`src/logic/gsc_defs.svh`:
```
/*
  Offsets, field positions, reset values and configuration limits of the gateway
  status and control words. Assumes inclusion by bare name, once per unit.
*/
`ifndef GSC_DEFS_SVH
`define GSC_DEFS_SVH

`define GSC_CTL_INIT_READY 0
`define GSC_CTL_CLEAR 1
`define GSC_CTL_NO_CRC 2
`define GSC_CTL_NO_RESEND 3
`define GSC_CTL_SYNC_EN 4
`define GSC_CTL_SYNC_RUN 5

`define GSC_ST_STRAP 0
`define GSC_ST_BAUD_ERR 1
`define GSC_ST_PARITY_ERR 2
`define GSC_ST_STOP_ERR 3
`define GSC_ST_TMO_CFG_ERR 4
`define GSC_ST_DELAY_ERR 5
`define GSC_ST_ADDR_ERR 6
`define GSC_ST_EEP_CRC_ERR 7
`define GSC_ST_CNT_ERR 8
`define GSC_ST_LEN_ERR 9
`define GSC_ST_FUN_ERR 10
`define GSC_ST_INOUT_ERR 11
`define GSC_ST_TIMEOUT 16
`define GSC_ST_INIT_VAL 17
`define GSC_ST_NODE_ERR 18
`define GSC_ST_FC_ERR 19
`define GSC_ST_CRC_ERR 20
`define GSC_ST_SYNC 21
`define GSC_ST_DEFAULT 24
`define GSC_ST_TWO_STOP 25
`define GSC_ST_ODD 26
`define GSC_ST_EVEN 27
`define GSC_ST_BAUD_LO 28
`define GSC_ST_BAUD_HI 31

`define GSC_STATUS_RESET 32'h0000_0000
`define GSC_CMD_COUNT_MAX 16'h012C
`define GSC_DELAY_MS_MAX 16'h00FF
`define GSC_TMO_MS_MAX 16'h00FF
`define GSC_BAUD_CODE_MIN 4'h3
`define GSC_BAUD_CODE_MAX 4'hD
`define GSC_BAUD_CFG_MAX 4'hA
`define GSC_BAUD_CODE_DEFAULT 4'hA

`endif

```
`src/logic/gsc_pkg.sv`:
```
/*
  Types of the gateway status and control words.
  Assumes gsc_defs.svh is on the include path.
*/
package gsc_pkg;

  typedef enum logic [1:0] {
    GSC_PAR_NONE,
    GSC_PAR_EVEN,
    GSC_PAR_ODD,
    GSC_PAR_BAD
  } gsc_parity_e;

  typedef enum logic [1:0] {
    GSC_BOOT_CHECK,
    GSC_BOOT_RUN,
    GSC_BOOT_ERROR,
    GSC_BOOT_DEBUG
  } gsc_boot_e;

  // Configuration as read from non-volatile storage
  typedef struct packed {
    logic [3:0] baudCode;
    gsc_parity_e parity;
    logic [1:0] stopBits;
    logic [15:0] cmdCount;
    logic [15:0] delayMs;
    logic [15:0] timeoutMs;
    logic cmdFunctionBad;
    logic cmdLengthBad;
    logic addressBad;
    logic eepCrcBad;
    logic inOutMaxBad;
  } gsc_config_s;

  // One-cycle events from the Modbus engine
  typedef struct packed {
    logic crcBad;
    logic functionCodeBad;
    logic nodeIdBad;
    logic timeout;
  } gsc_events_s;

  // Steering sent to the Modbus engine and sync logic
  typedef struct packed {
    logic syncEnable;
    logic syncRun;
    logic noResend;
    logic skipCrc;
    logic initialReady;
  } gsc_steer_s;

endpackage : gsc_pkg

```
`src/logic/gsc_status_control.sv`:
```
/*
  Gateway status and control process-data words: takes the control word from
  the fieldbus master, steers sync, resend and CRC checking, and builds the
  32-bit status word. Assumes the fieldbus slave presents the control word
  with a one-cycle write strobe, the configuration is presented with a
  one-cycle load strobe after power-up, and engine events are one-cycle pulses.
*/
`timescale 1ns/1ns
`default_nettype none
`include "gsc_defs.svh"

module gsc_status_control
  import gsc_pkg::*;
#(
  parameter int CTRL_WIDTH = 32,
  parameter int STATUS_WIDTH = 32
) (
  input wire logic core_clk,
  input wire logic rst_n,
  input wire logic [CTRL_WIDTH-1:0] controlWord,
  input wire logic controlWrite,
  input wire logic initStrapShorted,
  input wire gsc_config_s configData,
  input wire logic configLoad,
  input wire logic configFromDefaults,
  input wire gsc_events_s engineEvents,
  output logic [STATUS_WIDTH-1:0] statusWord,
  output gsc_steer_s steer,
  output logic syncActive,
  output logic errorLed,
  output logic debugMode
);

  if (CTRL_WIDTH < 6 || STATUS_WIDTH != 32) begin : g_bad_params
    $error("gsc_status_control: control needs 6 bits, status must be 32");
  end

  gsc_boot_e bootState;
  gsc_boot_e next_bootState;
  logic [CTRL_WIDTH-1:0] control;
  gsc_config_s activeCfg;
  logic cfgValid;
  logic strapSeen;

  // Control word decode
  wire logic ctlSyncRun = control[`GSC_CTL_SYNC_RUN];
  wire logic ctlSyncEnable = control[`GSC_CTL_SYNC_EN];
  wire logic ctlNoResend = control[`GSC_CTL_NO_RESEND];
  wire logic ctlSkipCrc = control[`GSC_CTL_NO_CRC];
  wire logic ctlInitReady = control[`GSC_CTL_INIT_READY];
  // Clear acts in the cycle the master writes the bit, not while it stays high,
  // so a held clear bit cannot mask errors raised later.
  wire logic clearReq = controlWrite & controlWord[`GSC_CTL_CLEAR];

  // Configuration checks on the incoming configuration
  wire logic cfgBaudBad = (configData.baudCode < `GSC_BAUD_CODE_MIN)
    || (configData.baudCode > `GSC_BAUD_CFG_MAX);
  wire logic cfgParityBad = (configData.parity == GSC_PAR_BAD);
  wire logic cfgStopBad = (configData.stopBits != 2'h1)
    && (configData.stopBits != 2'h2);
  wire logic cfgTmoBad = (configData.timeoutMs > `GSC_TMO_MS_MAX);
  wire logic cfgDelayBad = (configData.delayMs > `GSC_DELAY_MS_MAX);
  wire logic cfgCountBad = (configData.cmdCount > `GSC_CMD_COUNT_MAX);

  wire logic [11:0] cfgErrVec = {
    configData.inOutMaxBad,
    configData.cmdFunctionBad,
    configData.cmdLengthBad,
    cfgCountBad,
    configData.eepCrcBad,
    configData.addressBad,
    cfgDelayBad,
    cfgTmoBad,
    cfgStopBad,
    cfgParityBad,
    cfgBaudBad,
    1'b0
  };
  wire logic anyCfgErr = |cfgErrVec;
  wire logic [11:0] cfgSet = configLoad ? cfgErrVec : 12'h000;

  // Engine events; a CRC fault is not reported while checking is skipped
  wire logic evCrc = engineEvents.crcBad & ~ctlSkipCrc;
  wire logic evFc = engineEvents.functionCodeBad;
  wire logic evNode = engineEvents.nodeIdBad;
  wire logic evTmo = engineEvents.timeout;

  // Sticky flags: low half strap and config errors, then runtime errors. One named
  // instance per flag, so each status bit traces to its own set source.
  logic [11:1] lowFlags;
  logic strapFlag;
  logic [3:0] runFlags;
  logic configFromDefaultsHeld;

  gsc_sticky_bit u_baud_err (
    .core_clk(core_clk),
    .rst_n(rst_n),
    .setPulse(cfgSet[`GSC_ST_BAUD_ERR]),
    .clearReq(clearReq),
    .flag(lowFlags[`GSC_ST_BAUD_ERR])
  );

  gsc_sticky_bit u_parity_err (
    .core_clk(core_clk),
    .rst_n(rst_n),
    .setPulse(cfgSet[`GSC_ST_PARITY_ERR]),
    .clearReq(clearReq),
    .flag(lowFlags[`GSC_ST_PARITY_ERR])
  );

  gsc_sticky_bit u_stop_err (
    .core_clk(core_clk),
    .rst_n(rst_n),
    .setPulse(cfgSet[`GSC_ST_STOP_ERR]),
    .clearReq(clearReq),
    .flag(lowFlags[`GSC_ST_STOP_ERR])
  );

  gsc_sticky_bit u_tmo_cfg_err (
    .core_clk(core_clk),
    .rst_n(rst_n),
    .setPulse(cfgSet[`GSC_ST_TMO_CFG_ERR]),
    .clearReq(clearReq),
    .flag(lowFlags[`GSC_ST_TMO_CFG_ERR])
  );

  gsc_sticky_bit u_delay_err (
    .core_clk(core_clk),
    .rst_n(rst_n),
    .setPulse(cfgSet[`GSC_ST_DELAY_ERR]),
    .clearReq(clearReq),
    .flag(lowFlags[`GSC_ST_DELAY_ERR])
  );

  gsc_sticky_bit u_addr_err (
    .core_clk(core_clk),
    .rst_n(rst_n),
    .setPulse(cfgSet[`GSC_ST_ADDR_ERR]),
    .clearReq(clearReq),
    .flag(lowFlags[`GSC_ST_ADDR_ERR])
  );

  gsc_sticky_bit u_eep_crc_err (
    .core_clk(core_clk),
    .rst_n(rst_n),
    .setPulse(cfgSet[`GSC_ST_EEP_CRC_ERR]),
    .clearReq(clearReq),
    .flag(lowFlags[`GSC_ST_EEP_CRC_ERR])
  );

  gsc_sticky_bit u_cnt_err (
    .core_clk(core_clk),
    .rst_n(rst_n),
    .setPulse(cfgSet[`GSC_ST_CNT_ERR]),
    .clearReq(clearReq),
    .flag(lowFlags[`GSC_ST_CNT_ERR])
  );

  gsc_sticky_bit u_len_err (
    .core_clk(core_clk),
    .rst_n(rst_n),
    .setPulse(cfgSet[`GSC_ST_LEN_ERR]),
    .clearReq(clearReq),
    .flag(lowFlags[`GSC_ST_LEN_ERR])
  );

  gsc_sticky_bit u_fun_err (
    .core_clk(core_clk),
    .rst_n(rst_n),
    .setPulse(cfgSet[`GSC_ST_FUN_ERR]),
    .clearReq(clearReq),
    .flag(lowFlags[`GSC_ST_FUN_ERR])
  );

  gsc_sticky_bit u_inout_err (
    .core_clk(core_clk),
    .rst_n(rst_n),
    .setPulse(cfgSet[`GSC_ST_INOUT_ERR]),
    .clearReq(clearReq),
    .flag(lowFlags[`GSC_ST_INOUT_ERR])
  );

  gsc_sticky_bit u_crc_err (
    .core_clk(core_clk),
    .rst_n(rst_n),
    .setPulse(evCrc),
    .clearReq(clearReq),
    .flag(runFlags[3])
  );

  gsc_sticky_bit u_fc_err (
    .core_clk(core_clk),
    .rst_n(rst_n),
    .setPulse(evFc),
    .clearReq(clearReq),
    .flag(runFlags[2])
  );

  gsc_sticky_bit u_node_err (
    .core_clk(core_clk),
    .rst_n(rst_n),
    .setPulse(evNode),
    .clearReq(clearReq),
    .flag(runFlags[1])
  );

  gsc_sticky_bit u_tmo_err (
    .core_clk(core_clk),
    .rst_n(rst_n),
    .setPulse(evTmo),
    .clearReq(clearReq),
    .flag(runFlags[0])
  );

  // Strap indication re-asserts after a clear while the strap stays seen
  wire logic strapSet = strapSeen;
  // Bit 17 is a level, not an error flag: it follows the adopted configuration
  wire logic initValFlag = cfgValid & configFromDefaultsHeld;

  gsc_sticky_bit u_strap (
    .core_clk(core_clk),
    .rst_n(rst_n),
    .setPulse(strapSet),
    .clearReq(clearReq),
    .flag(strapFlag)
  );

  // Runtime serial settings from the active configuration
  wire logic [3:0] runBaud = cfgValid ? activeCfg.baudCode : 4'h0;
  wire logic runEven = cfgValid & (activeCfg.parity == GSC_PAR_EVEN);
  wire logic runOdd = cfgValid & (activeCfg.parity == GSC_PAR_ODD);
  wire logic runTwoStop = cfgValid & (activeCfg.stopBits == 2'h2);
  wire logic runDefault = cfgValid
    & (activeCfg.baudCode == `GSC_BAUD_CODE_DEFAULT)
    & (activeCfg.parity == GSC_PAR_NONE)
    & (activeCfg.stopBits == 2'h1);
  // Sync runs only with the mechanism enabled and the run bit high
  wire logic syncOn = ctlSyncEnable & ctlSyncRun;

  // Status word assembly; a clear this cycle empties the whole word
  wire logic [STATUS_WIDTH-1:0] next_statusWord = clearReq ? `GSC_STATUS_RESET : {
    runBaud,
    runEven,
    runOdd,
    runTwoStop,
    runDefault,
    2'b00,
    syncOn,
    runFlags[3],
    runFlags[2],
    runFlags[1],
    initValFlag,
    runFlags[0],
    4'h0,
    lowFlags[11:1],
    strapFlag
  };

  // Boot sequencing
  always_comb begin
    next_bootState = bootState;
    case (bootState)
      GSC_BOOT_CHECK: begin
        if (strapSeen) begin
          next_bootState = GSC_BOOT_DEBUG;
        end else if (configLoad) begin
          next_bootState = anyCfgErr ? GSC_BOOT_ERROR : GSC_BOOT_RUN;
        end
      end
      GSC_BOOT_RUN: begin
        if (strapSeen) begin
          next_bootState = GSC_BOOT_DEBUG;
        end else if (configLoad && anyCfgErr) begin
          next_bootState = GSC_BOOT_ERROR;
        end
      end
      GSC_BOOT_ERROR: begin
        if (strapSeen) begin
          next_bootState = GSC_BOOT_DEBUG;
        end else if (configLoad && !anyCfgErr) begin
          next_bootState = GSC_BOOT_RUN;
        end
      end
      GSC_BOOT_DEBUG: begin
        next_bootState = GSC_BOOT_DEBUG;
      end
      default: begin
        next_bootState = GSC_BOOT_CHECK;
      end
    endcase
  end

  wire gsc_steer_s next_steer = '{
    syncEnable: ctlSyncEnable,
    syncRun: syncOn,
    noResend: ctlNoResend,
    skipCrc: ctlSkipCrc,
    initialReady: ctlInitReady
  };

  // Control word capture
  always_ff @(posedge core_clk) begin
    if (!rst_n) begin
      control <= '0;
    end else if (controlWrite) begin
      control <= controlWord;
    end
  end

  // Configuration capture; strap is sampled after reset release
  always_ff @(posedge core_clk) begin
    if (!rst_n) begin
      activeCfg <= '0;
      cfgValid <= 1'b0;
      configFromDefaultsHeld <= 1'b0;
      strapSeen <= 1'b0;
    end else begin
      strapSeen <= strapSeen | initStrapShorted;
      if (configLoad && !anyCfgErr) begin
        activeCfg <= configData;
        cfgValid <= 1'b1;
        configFromDefaultsHeld <= configFromDefaults;
      end
    end
  end

  always_ff @(posedge core_clk) begin
    if (!rst_n) begin
      bootState <= GSC_BOOT_CHECK;
      statusWord <= `GSC_STATUS_RESET;
      steer <= '0;
      syncActive <= 1'b0;
      errorLed <= 1'b0;
      debugMode <= 1'b0;
    end else begin
      bootState <= next_bootState;
      statusWord <= next_statusWord;
      steer <= next_steer;
      syncActive <= syncOn;
      errorLed <= (next_bootState == GSC_BOOT_ERROR);
      debugMode <= (next_bootState == GSC_BOOT_DEBUG);
    end
  end

endmodule : gsc_status_control

`default_nettype wire

```
`src/logic/gsc_sticky_bit.sv`:
```
/*
  One sticky flag: set by an event, cleared on request, set wins.
  Assumes a synchronous active-low reset on core_clk.
*/
`timescale 1ns/1ns
`default_nettype none

module gsc_sticky_bit (
  input wire logic core_clk,
  input wire logic rst_n,
  input wire logic setPulse,
  input wire logic clearReq,
  output logic flag
);

  wire logic next_flag = setPulse | (flag & ~clearReq);

  always_ff @(posedge core_clk) begin
    if (!rst_n) begin
      flag <= 1'b0;
    end else begin
      flag <= next_flag;
    end
  end

endmodule : gsc_sticky_bit

`default_nettype wire

```
`config.mk`:
```
export PLATFORM = sky130hd
export DESIGN_NAME = gsc_status_control
export DESIGN_NICKNAME = d
export VERILOG_FILES = /design/src/logic/gsc_pkg.sv /design/src/logic/gsc_status_control.sv /design/src/logic/gsc_sticky_bit.sv
export VERILOG_INCLUDE_DIRS = /design/src /design/src/logic
export SDC_FILE = /design/constraint.sdc
export NUM_CORES = 1
export LEC_CHECK = 0
export ABC_AREA = 1
export BUFFER_PORTS_ARGS = -buffer_cell sky130_fd_sc_hd__buf_2
export CORE_MARGIN = 1.5
export CORE_UTILIZATION = 45
export CTS_CLUSTER_DIAMETER = 60
export DETAILED_ROUTE_END_ITERATION = 10
export GPL_TIMING_DRIVEN = 0
export PLACE_DENSITY = 0.83
export SLEW_MARGIN = 0
export SYNTH_ARGS = -nofsm -noshare
export SYNTH_HDL_FRONTEND = slang
export SYNTH_SLANG_ARGS = --single-unit
```
`constraint.sdc`:
```
create_clock -name core_clk -period 1.7 [get_ports core_clk]
set_input_delay 0.255 -clock core_clk [delete_from_list [all_inputs] [get_ports core_clk]]
set_output_delay 0.255 -clock core_clk [all_outputs]
set_load 0.02 [all_outputs]
```
# ---- After elaboration in Yosys (flattened, before gate mapping)
# Index checks and enable logic that the tools add are counted.
dict set report op_classes {
  order_cmp 5
  eq_ne 13
  mux 9
  bitwise 47
  reduce_logical 10
}
# operator n
set op_table {}
lappend op_table {{> comparator 16 x 8 -> 1 bit, second input constant} 2}
lappend op_table {{bitwise AND 1 bit} 26}
lappend op_table {{OR 1 bit} 17}
lappend op_table {{> comparator 16 x 9 -> 1 bit, second input constant} 1}
lappend op_table {{equality test 2 bit, second input constant} 7}
lappend op_table {{2-to-1 mux 2 bit} 7}
lappend op_table {{2-to-1 mux 12 bit} 1}
lappend op_table {{OR reduction 11 bit} 1}
lappend op_table {{one-hot mux 2 bit (4 select lines)} 1}
lappend op_table {{equality test 2 x 1 -> 1 bit, second input constant} 3}
lappend op_table {{equality test 4 bit, second input constant} 1}
lappend op_table {{> comparator 4 bit, second input constant} 1}
lappend op_table {{zero test 2 bit} 2}
lappend op_table {{< comparator 4 x 2 -> 1 bit, second input constant} 1}
lappend op_table {{inverter 1 bit} 4}
lappend op_table {{logical AND 1 bit} 3}
lappend op_table {{OR reduction 3 bit} 1}
lappend op_table {{inequality test 2 x 1 -> 1 bit, second input constant} 1}
lappend op_table {{inequality test 2 bit, second input constant} 1}
lappend op_table {{OR reduction 2 bit} 1}
lappend op_table {{zero test 1 bit} 1}
lappend op_table {{logical OR 1 bit} 1}
dict set report word_totals {
  ff_bits 74
  input_bits 103
  output_inout_bits 40
  wordCells 118
}

# ---- Depth between registers and ports, before layout
# Gate-level depths: netlist of run 1.
dict set report depth {
  depth_word 9
  ltp_mapped 13
  mapped_depth_nobuf 12
}

# ---- Modules after synthesis
# A second synthesis of run 1 with hierarchy kept.
dict set report hier_totals {
  hier_cells 361
  hier_area_um2 2652.5
}
# mod n_inst cells_each area_each_um2 seq_area_each_um2
set by_module_without_submodules {}
lappend by_module_without_submodules {gsc_status_control 1 265 1951.9 1021.0}
lappend by_module_without_submodules {gsc_sticky_bit 16 6 43.8 20.0}

# ---- Least setup slack after synthesis of run 1
# OpenSTA, ideal clock, no wires.
dict set report synth_timing {
  path_kind {input to register}
  startpoint {in configData[17] in the netlist's numbering}
  endpoint {reg errorLed}
  setup_ns 0.115
  arrival_ns 1.122
  required_ns 1.585
  slack_ns 0.463
  cell_stages 11
  n_path_buf 1
  path_cell_list {nor2_1 -> nand2_1 -> nor2_1 -> nand3_1 -> nor2_2 -> nand3_2 -> buf_6 -> nand2_4 -> nand2_4 -> nand2_1 -> nor2_1}
}
dict set report synth_between {
  elab_chain_len 8
  word_cells_on_any_way 14
  classes_between {order compare: 1; eq/ne: 1; mux: 8; reduce/logical: 4}
}
# item line_no
set synth_rtl {}
lappend synth_rtl {{start: declaration} gsc_status_control.sv:23} ;# input wire gsc_config_s configData,
lappend synth_rtl {{> comparator 16 x 8 -> 1 bit (no line) *} n/a}
lappend synth_rtl {{OR reduction 11 bit *} gsc_status_control.sv:79} ;# wire logic anyCfgErr = |cfgErrVec;
lappend synth_rtl {{zero test 1 bit} gsc_status_control.sv:280} ;# end else if (configLoad && !anyCfgErr) begin
lappend synth_rtl {{logical AND 1 bit} gsc_status_control.sv:280}
lappend synth_rtl {{2-to-1 mux 2 bit} gsc_status_control.sv:280}
lappend synth_rtl {{2-to-1 mux 2 bit} gsc_status_control.sv:278} ;# if (strapSeen) begin
lappend synth_rtl {{one-hot mux 2 bit (4 select lines) *} gsc_status_control.sv:262} ;# case (bootState)
lappend synth_rtl {{equality test 2 bit *} gsc_status_control.sv:340} ;# errorLed <= (next_bootState == GSC_BOOT_ERROR);
lappend synth_rtl {{end signal: assignment} gsc_status_control.sv:340}
lappend synth_rtl {{end: declaration} gsc_status_control.sv:30} ;# output logic errorLed,
# Every way passes the cells marked *; elsewhere a longest branch is shown, timed or not.
# A chain may end at the register's enable or synchronous reset.

==> results of run 1 <==
## power by group
group          switching, W  leakage, nW  total [W]  internal, W
clock network      0.000600        0.119    0.00157     0.000970
registers         0.0000252        0.549    0.00167      0.00164
logic              0.000200        0.909   0.000342     0.000142
total              0.000825         1.58    0.00358      0.00275
## worst reg2reg max path, stage by stage (launching register included)
cell     delay (ps)
dfxtp_1         350
nor2_1          240
a21oi_1         120
nand2_2         120
nand2_1          60
nor2_1           70
## registers in the layout, indices dropped and copies added (netlist names), 2 cells and up
name,flops
bootState,2
steer,4
statusWord,26
activeCfg,8
control,5
## path summary, 6_finish.rpt
path	start	end	slack (ps)
setup / recovery	syncActive	steer[3]	530
setup reg to reg	strapSeen	errorLed	680
hold reg to reg	u_stop_err.flag	statusWord[3]	420
hold / removal	initStrapShorted	strapSeen	120
## Yosys cell counts
library cell / instances / area, um^2
dfxtp_1: 67 / 1340
nor2_1: 48 / 180
inv_1: 44 / 165
nand2_1: 33 / 124
a21oi_1: 13 / 65.1
o21ai_0: 9 / 45.0
o21ai_1: 9 / 45.0
o22ai_1: 8 / 50.1
buf_4: 7 / 52.6
nand3_1: 7 / 35.0
nor3_1: 6 / 30.0
a31o_2: 4 / 35.0
buf_2: 4 / 20.0
clkbuf_1: 4 / 15.0
nand2_2: 4 / 25.0
nor2_2: 4 / 25.0
a21oi_2: 2 / 17.5
nand2_4: 2 / 22.5
nand3_2: 2 / 20.0
buf_6: 1 / 11.3
clkinv_1: 1 / 3.75
conb_1: 1 / 3.75
nand3b_1: 1 / 7.51
nand4_1: 1 / 6.26
nor2_4: 1 / 11.3
nor4_1: 1 / 6.26
o21a_1: 1 / 7.51
xnor2_1: 1 / 8.76
## per-layer routing
layer | vias up | share of wire, %
met5 | - | 0
met4 | 0 | 2.0
met3 | 11 | 6.7
met2 | 75 | 48
met1 | 926 | 44
li1 | 1096 | -
## metrics by stage
step                      cells  instance area (um^2)  power [W]
after global routing        470                  3190    0.00374
after global placement      454                  2950    0.00203
after floorplan             291                  2400    0.00190
after detailed placement    454                  2950    0.00204
after CTS                   470                  3190    0.00360
final                       470                  3190    0.00358
## cell type report
| class | count | share of cell area [%] |
|---|---|---|
| flip-flops and latches | 67 | 42.0 |
| multi-input cells | 163 | 24.7 |
| repair buffers | 93 | 14.6 |
| inverters | 45 | 5.29 |
| clock buffers | 9 | 3.88 |
| clock inverters | 7 | 3.65 |
| plain buffers | 16 | 3.10 |
| well taps | 70 | 2.74 |
## kinds of logic (layout without fill, tap and decap cells)
group           count (synthesis)  count (layout)  share of synthesized area, %
xor+xnor                        1               1                         0.368
compound gates                 46              46                          11.1
buf+inv                        61             170                          11.3
other cells                     1               6                         0.158
flops                          67              67                          56.4
simple gates                  110             110                          20.7
==> impl_metrics.tcl, run 1 <==
set metrics [dict create \
    status "completed" \
    pin_count 143 \
    layout_min_cycle_time_ps 1170 \
    port_buffers 93 \
    finalHoldViolations 0 \
    drt-wirelength-per-cell_um 10.5 \
    core-area_um2 5110 \
    drive_gt1_share_pct 35.0 \
    slew_headroom_pct 60.5 \
    route.detailed.drc 0 \
    grt_use_met3_pct 7.28 \
    worst_slack_ps 529 \
    track_usage_pct 19.1 \
    gr-total-overflow 0 \
    crit_type "reg2out" \
    clock_sinks 67 \
    worst-r2r-cell-count 5 \
    htreeDepth 3 \
    arrival_ps 920 \
    maxSlewViolCount 0 \
    n_antenna_cell 0 \
    syn_area_um2 2380 \
    hold_depth 3 \
    avgSynthCellArea_um2 8.32 \
    vdd_ir_drop_max_v 0.000462 \
    fin_tns_setup_ps 0 \
    antenna_found_initial 0 \
    layout_commonest_cell "buf_2" \
    drt-pass1-iter-count 6 \
    min_path_type "in2reg" \
    multi_input_comb_area_um2 790 \
    fillCellCount 453 \
    tightest_slew_ps 593 \
    clock.fmax_ghz 0.854 \
    path_depth 2 \
    crit_required_ps 1440 \
    cp-start-kind "flip-flop" \
    syn_to_final_growth_pct 34.1 \
    drv_cap 0 \
    cp_slowest_cell "dfxtp_1" \
    setup_viol 0 \
    p_per_area_nw_per_um2 1120 \
    cts_inserted_buffers 9 \
    seqCellArea_um2 1340 \
    crit_family "flip-flops" \
    nets 498 \
    ys_seq_elements 67 \
    vias_per_cell 4.49 \
    post_cts_resized 0 \
    row_count 26 \
    p_leak_nw 1.58 \
    min_period_over_period_pct 68.9 \
    netlist_instances 286 \
    cts_tree "built" \
    yosysSeqAreaShare_pct 56.4 \
    whs_ps 116 \
    rsz0062_at_grt "false" \
    critical_path_buf_inv_count 2 \
    critical_path.cell_chain "buf_4, buf_2" \
    die_h_um 75.7 \
    clock_latency_ps 350 \
    drtIter0Drc 69 \
    yosysUniqueCellTypes 28 \
    pre_cts_ws_ps 178 \
    max_stage_delay_ps 310 \
    endpoint_kind "output pin" \
    post-route-util_pct 62.5 \
    ys_warn_count 0 \
    path_clk_slew_ps 70 \
    dieArea_um2 5730 \
    mostFrequentLayoutCells "97 x buf_2, 67 x dfxtp_1, 48 x nor2_1" \
    cts_hold_buf 0 \
    worstPathMaxFanout 2 \
    grt_use_met1_pct 22.1 \
    met2_usage_pct 31.2 \
    initial_core_util_pct 46.6 \
    gp_congestion 0.793 \
    grt_most_used_layer "met2" \
    post-cts-setup-buffers 0 \
    ant_nets 0 \
    grt_pass1_wl_um 7890 \
    wl_um 4940 \
    grt_max_degree 13 \
    clock-root-buffer "clkbuf_8" \
    dp_hpwl_um 3740 \
    num_vias 2108 \
    skew_ps 8.35 \
    cts_buffer_depth 2 \
    die_w_um 75.7 \
    grt_pass1_vias 1871 \
]
Power figures use the tool's default switching activity.
==> inputs of run 2 (changes only) <==
Settings changed: CORE_UTILIZATION 45 to 38, PLACE_DENSITY 0.83 to 0.75.
Clock period 1.7 ns to 1 ns, I/O delays scaled along.
==> impl_metrics.tcl, run 2 (synthesis gave the netlist of run 1 again) <==
set metrics [dict create \
    top_regs "statusWord (26), activeCfg (8), control (5)" \
    crit_type "in2reg" \
    clock-root-buffer "clkbuf_8" \
    clock_sinks 67 \
    p_comb_share_pct 12.2 \
    min_period_over_period_pct 100 \
    status "finished, violations left" \
    clock.fmax_ghz 0.996 \
    drtIter0Drc 40 \
    min_path_type "in2reg" \
    vias_per_cell 4.46 \
    num_vias 2132 \
    port_buffers 93 \
    path_clk_slew_ps 70 \
    track_usage_pct 16.3 \
    layout_commonest_cell "buf_2" \
    rsz0062_at_grt "true" \
    wl_um 5280 \
    core-area_um2 5990 \
    p_switching_w 0.00140 \
    p_int_w 0.00426 \
    cts_hold_buf 0 \
    maxSlewViolCount 0 \
    grt_pass1_wl_um 8200 \
    arrival_ps 1240 \
    drt-pass1-iter-count 4 \
    grt_max_degree 12 \
    cp_slowest_cell "buf_6" \
    nets 501 \
    max_stage_delay_ps 150 \
    finalNonFillerCells 478 \
    p_leak_nw 1.63 \
    grt_pass1_vias 1885 \
    worst_slack_ps -4.14 \
    crit_required_ps 1230 \
    regMostFlops "statusWord" \
    gp_congestion 0.787 \
    swShare_pct 24.7 \
    die_h_um 82.1 \
    hp-start "engineEvents[3]" \
    cts_inserted_buffers 9 \
    drt-wirelength-per-cell_um 11.0 \
    htreeDepth 3 \
    die_w_um 82.1 \
    mostFrequentLayoutCells "81 x buf_2, 66 x dfxtp_1, 43 x inv_1" \
    clock_latency_ps 340 \
    gr-total-overflow 0 \
    n_antenna_cell 0 \
    crit_path_start "configData[32]" \
    largest_reg_flops 26 \
    dieArea_um2 6750 \
    p_per_area_nw_per_um2 1640 \
    cp_common_cell "nor2_2" \
    fillCellCount 560 \
    worstPathMaxFanout 5 \
    syn_to_final_growth_pct 45.0 \
    ant_nets 0 \
    route.detailed.drc 0 \
    drv_cap 0 \
    dp_hpwl_um 3720 \
    initial_core_util_pct 39.7 \
    skew_ps 7.76 \
    rr_startpoint "strapSeen" \
    seq_power_share_pct 50.0 \
    critical_path.cell_chain "buf_2, nor2_2, nand2_1, nor2_2, nand2_2, nor2_4, nand3_4, buf_6, nand2_4, nand2_4, nand2_2, nor2_2" \
    row_count 28 \
    drive_gt1_share_pct 45.4 \
    pin_count 143 \
    layout_min_cycle_time_ps 1000 \
    antenna_found_initial 0 \
    cts_tree "built" \
    violations "negative setup slack" \
    slew_headroom_pct 59.1 \
    p_clk_share_pct 37.8 \
    vdd_ir_drop_max_v 0.000863 \
    endpoint_kind "flip-flop" \
    finalHoldViolations 0 \
    cts_buffer_depth 2 \
    tightest_slew_ps 614 \
    cp-start-kind "primary input" \
    dp_cells 459 \
    setup_viol 1 \
    whs_ps 9.33 \
]
## run 2: cell types whose count changed in the layout (fill, tap and decap cells not counted), sizes merged
cell      previous run  this run
clkbuf              13        17
bufinv               3         0
clkinvlp             1         2
buf                105       108
clkinv               4         2
## run 2: power by group through the flow
| stage | registers, W | logic [W] | clock network (W) |
|---|---|---|---|
| after floorplan | 0.00295 | 0.000297 | 0 |
| after global placement | 0.00289 | 0.000584 | 0 |
| after detailed placement | 0.00289 | 0.000596 | 0 |
| after CTS | 0.00283 | 0.000614 | 0.00219 |
| after global routing | 0.00284 | 0.000767 | 0.00229 |
| final | 0.00283 | 0.000691 | 0.00214 |
## run 2: path summary, 6_finish.rpt
check,endpoint,slack [ps],cells after the start
max,errorLed,-4,12
min,u_crc_err.flag,9,3
max reg2reg,errorLed,30,5
min reg2reg,statusWord[26],420,1
## run 2: critical path: cells and delay by family
family,cells,cell delay (ps)
simple gates,10,830
buf+inv,2,260
## run 2: timing repair
item | CTS | global route
gates cloned | 1 | 0
setup endpoints to repair | 14 | 17
setup buffers | 0 | 3
resized for setup | 13 | 50
pin swaps | 8 | 26
## run 2: through the flow
step | power (W) | util, % | setup TNS, ps | cell area (um^2) | setup WS, ps
finish | 0.00566 | 57.6 | -4.14 | 3450 | -4.14
global route | 0.00590 | 57.6 | -476 | 3450 | -75.3
CTS | 0.00564 | 53.9 | -78.3 | 3230 | -15.6
detailed placement | 0.00349 | 49.9 | -12750 | 2990 | -411
global placement | 0.00347 | 49.9 | -11760 | 2990 | -392
floorplan | 0.00324 | - | -1170 | 2430 | -119
## run 2: final cells by class
cell class,count,area (um^2),area share (%)
sequential,67,1340,38.9
multi-input combinational,163,965,28.0
timing repair buffer,97,586,17.0
clock buffer,13,179,5.19
inverter,45,169,4.90
buffer,15,95.1,2.76
tap,75,93.8,2.72
clock inverter,3,20.0,0.580
## run 2: routing by layer
layer  vias up  GRT usage, %  share of wire [%]  wire length [um]
met5         -             0                  0                 0
met4         0          11.2                2.8               148
met3        11          2.86                6.1               321
met2        71          27.0                 50              2640
met1       947          19.1                 41              2170
li1       1103             -                  -                 -
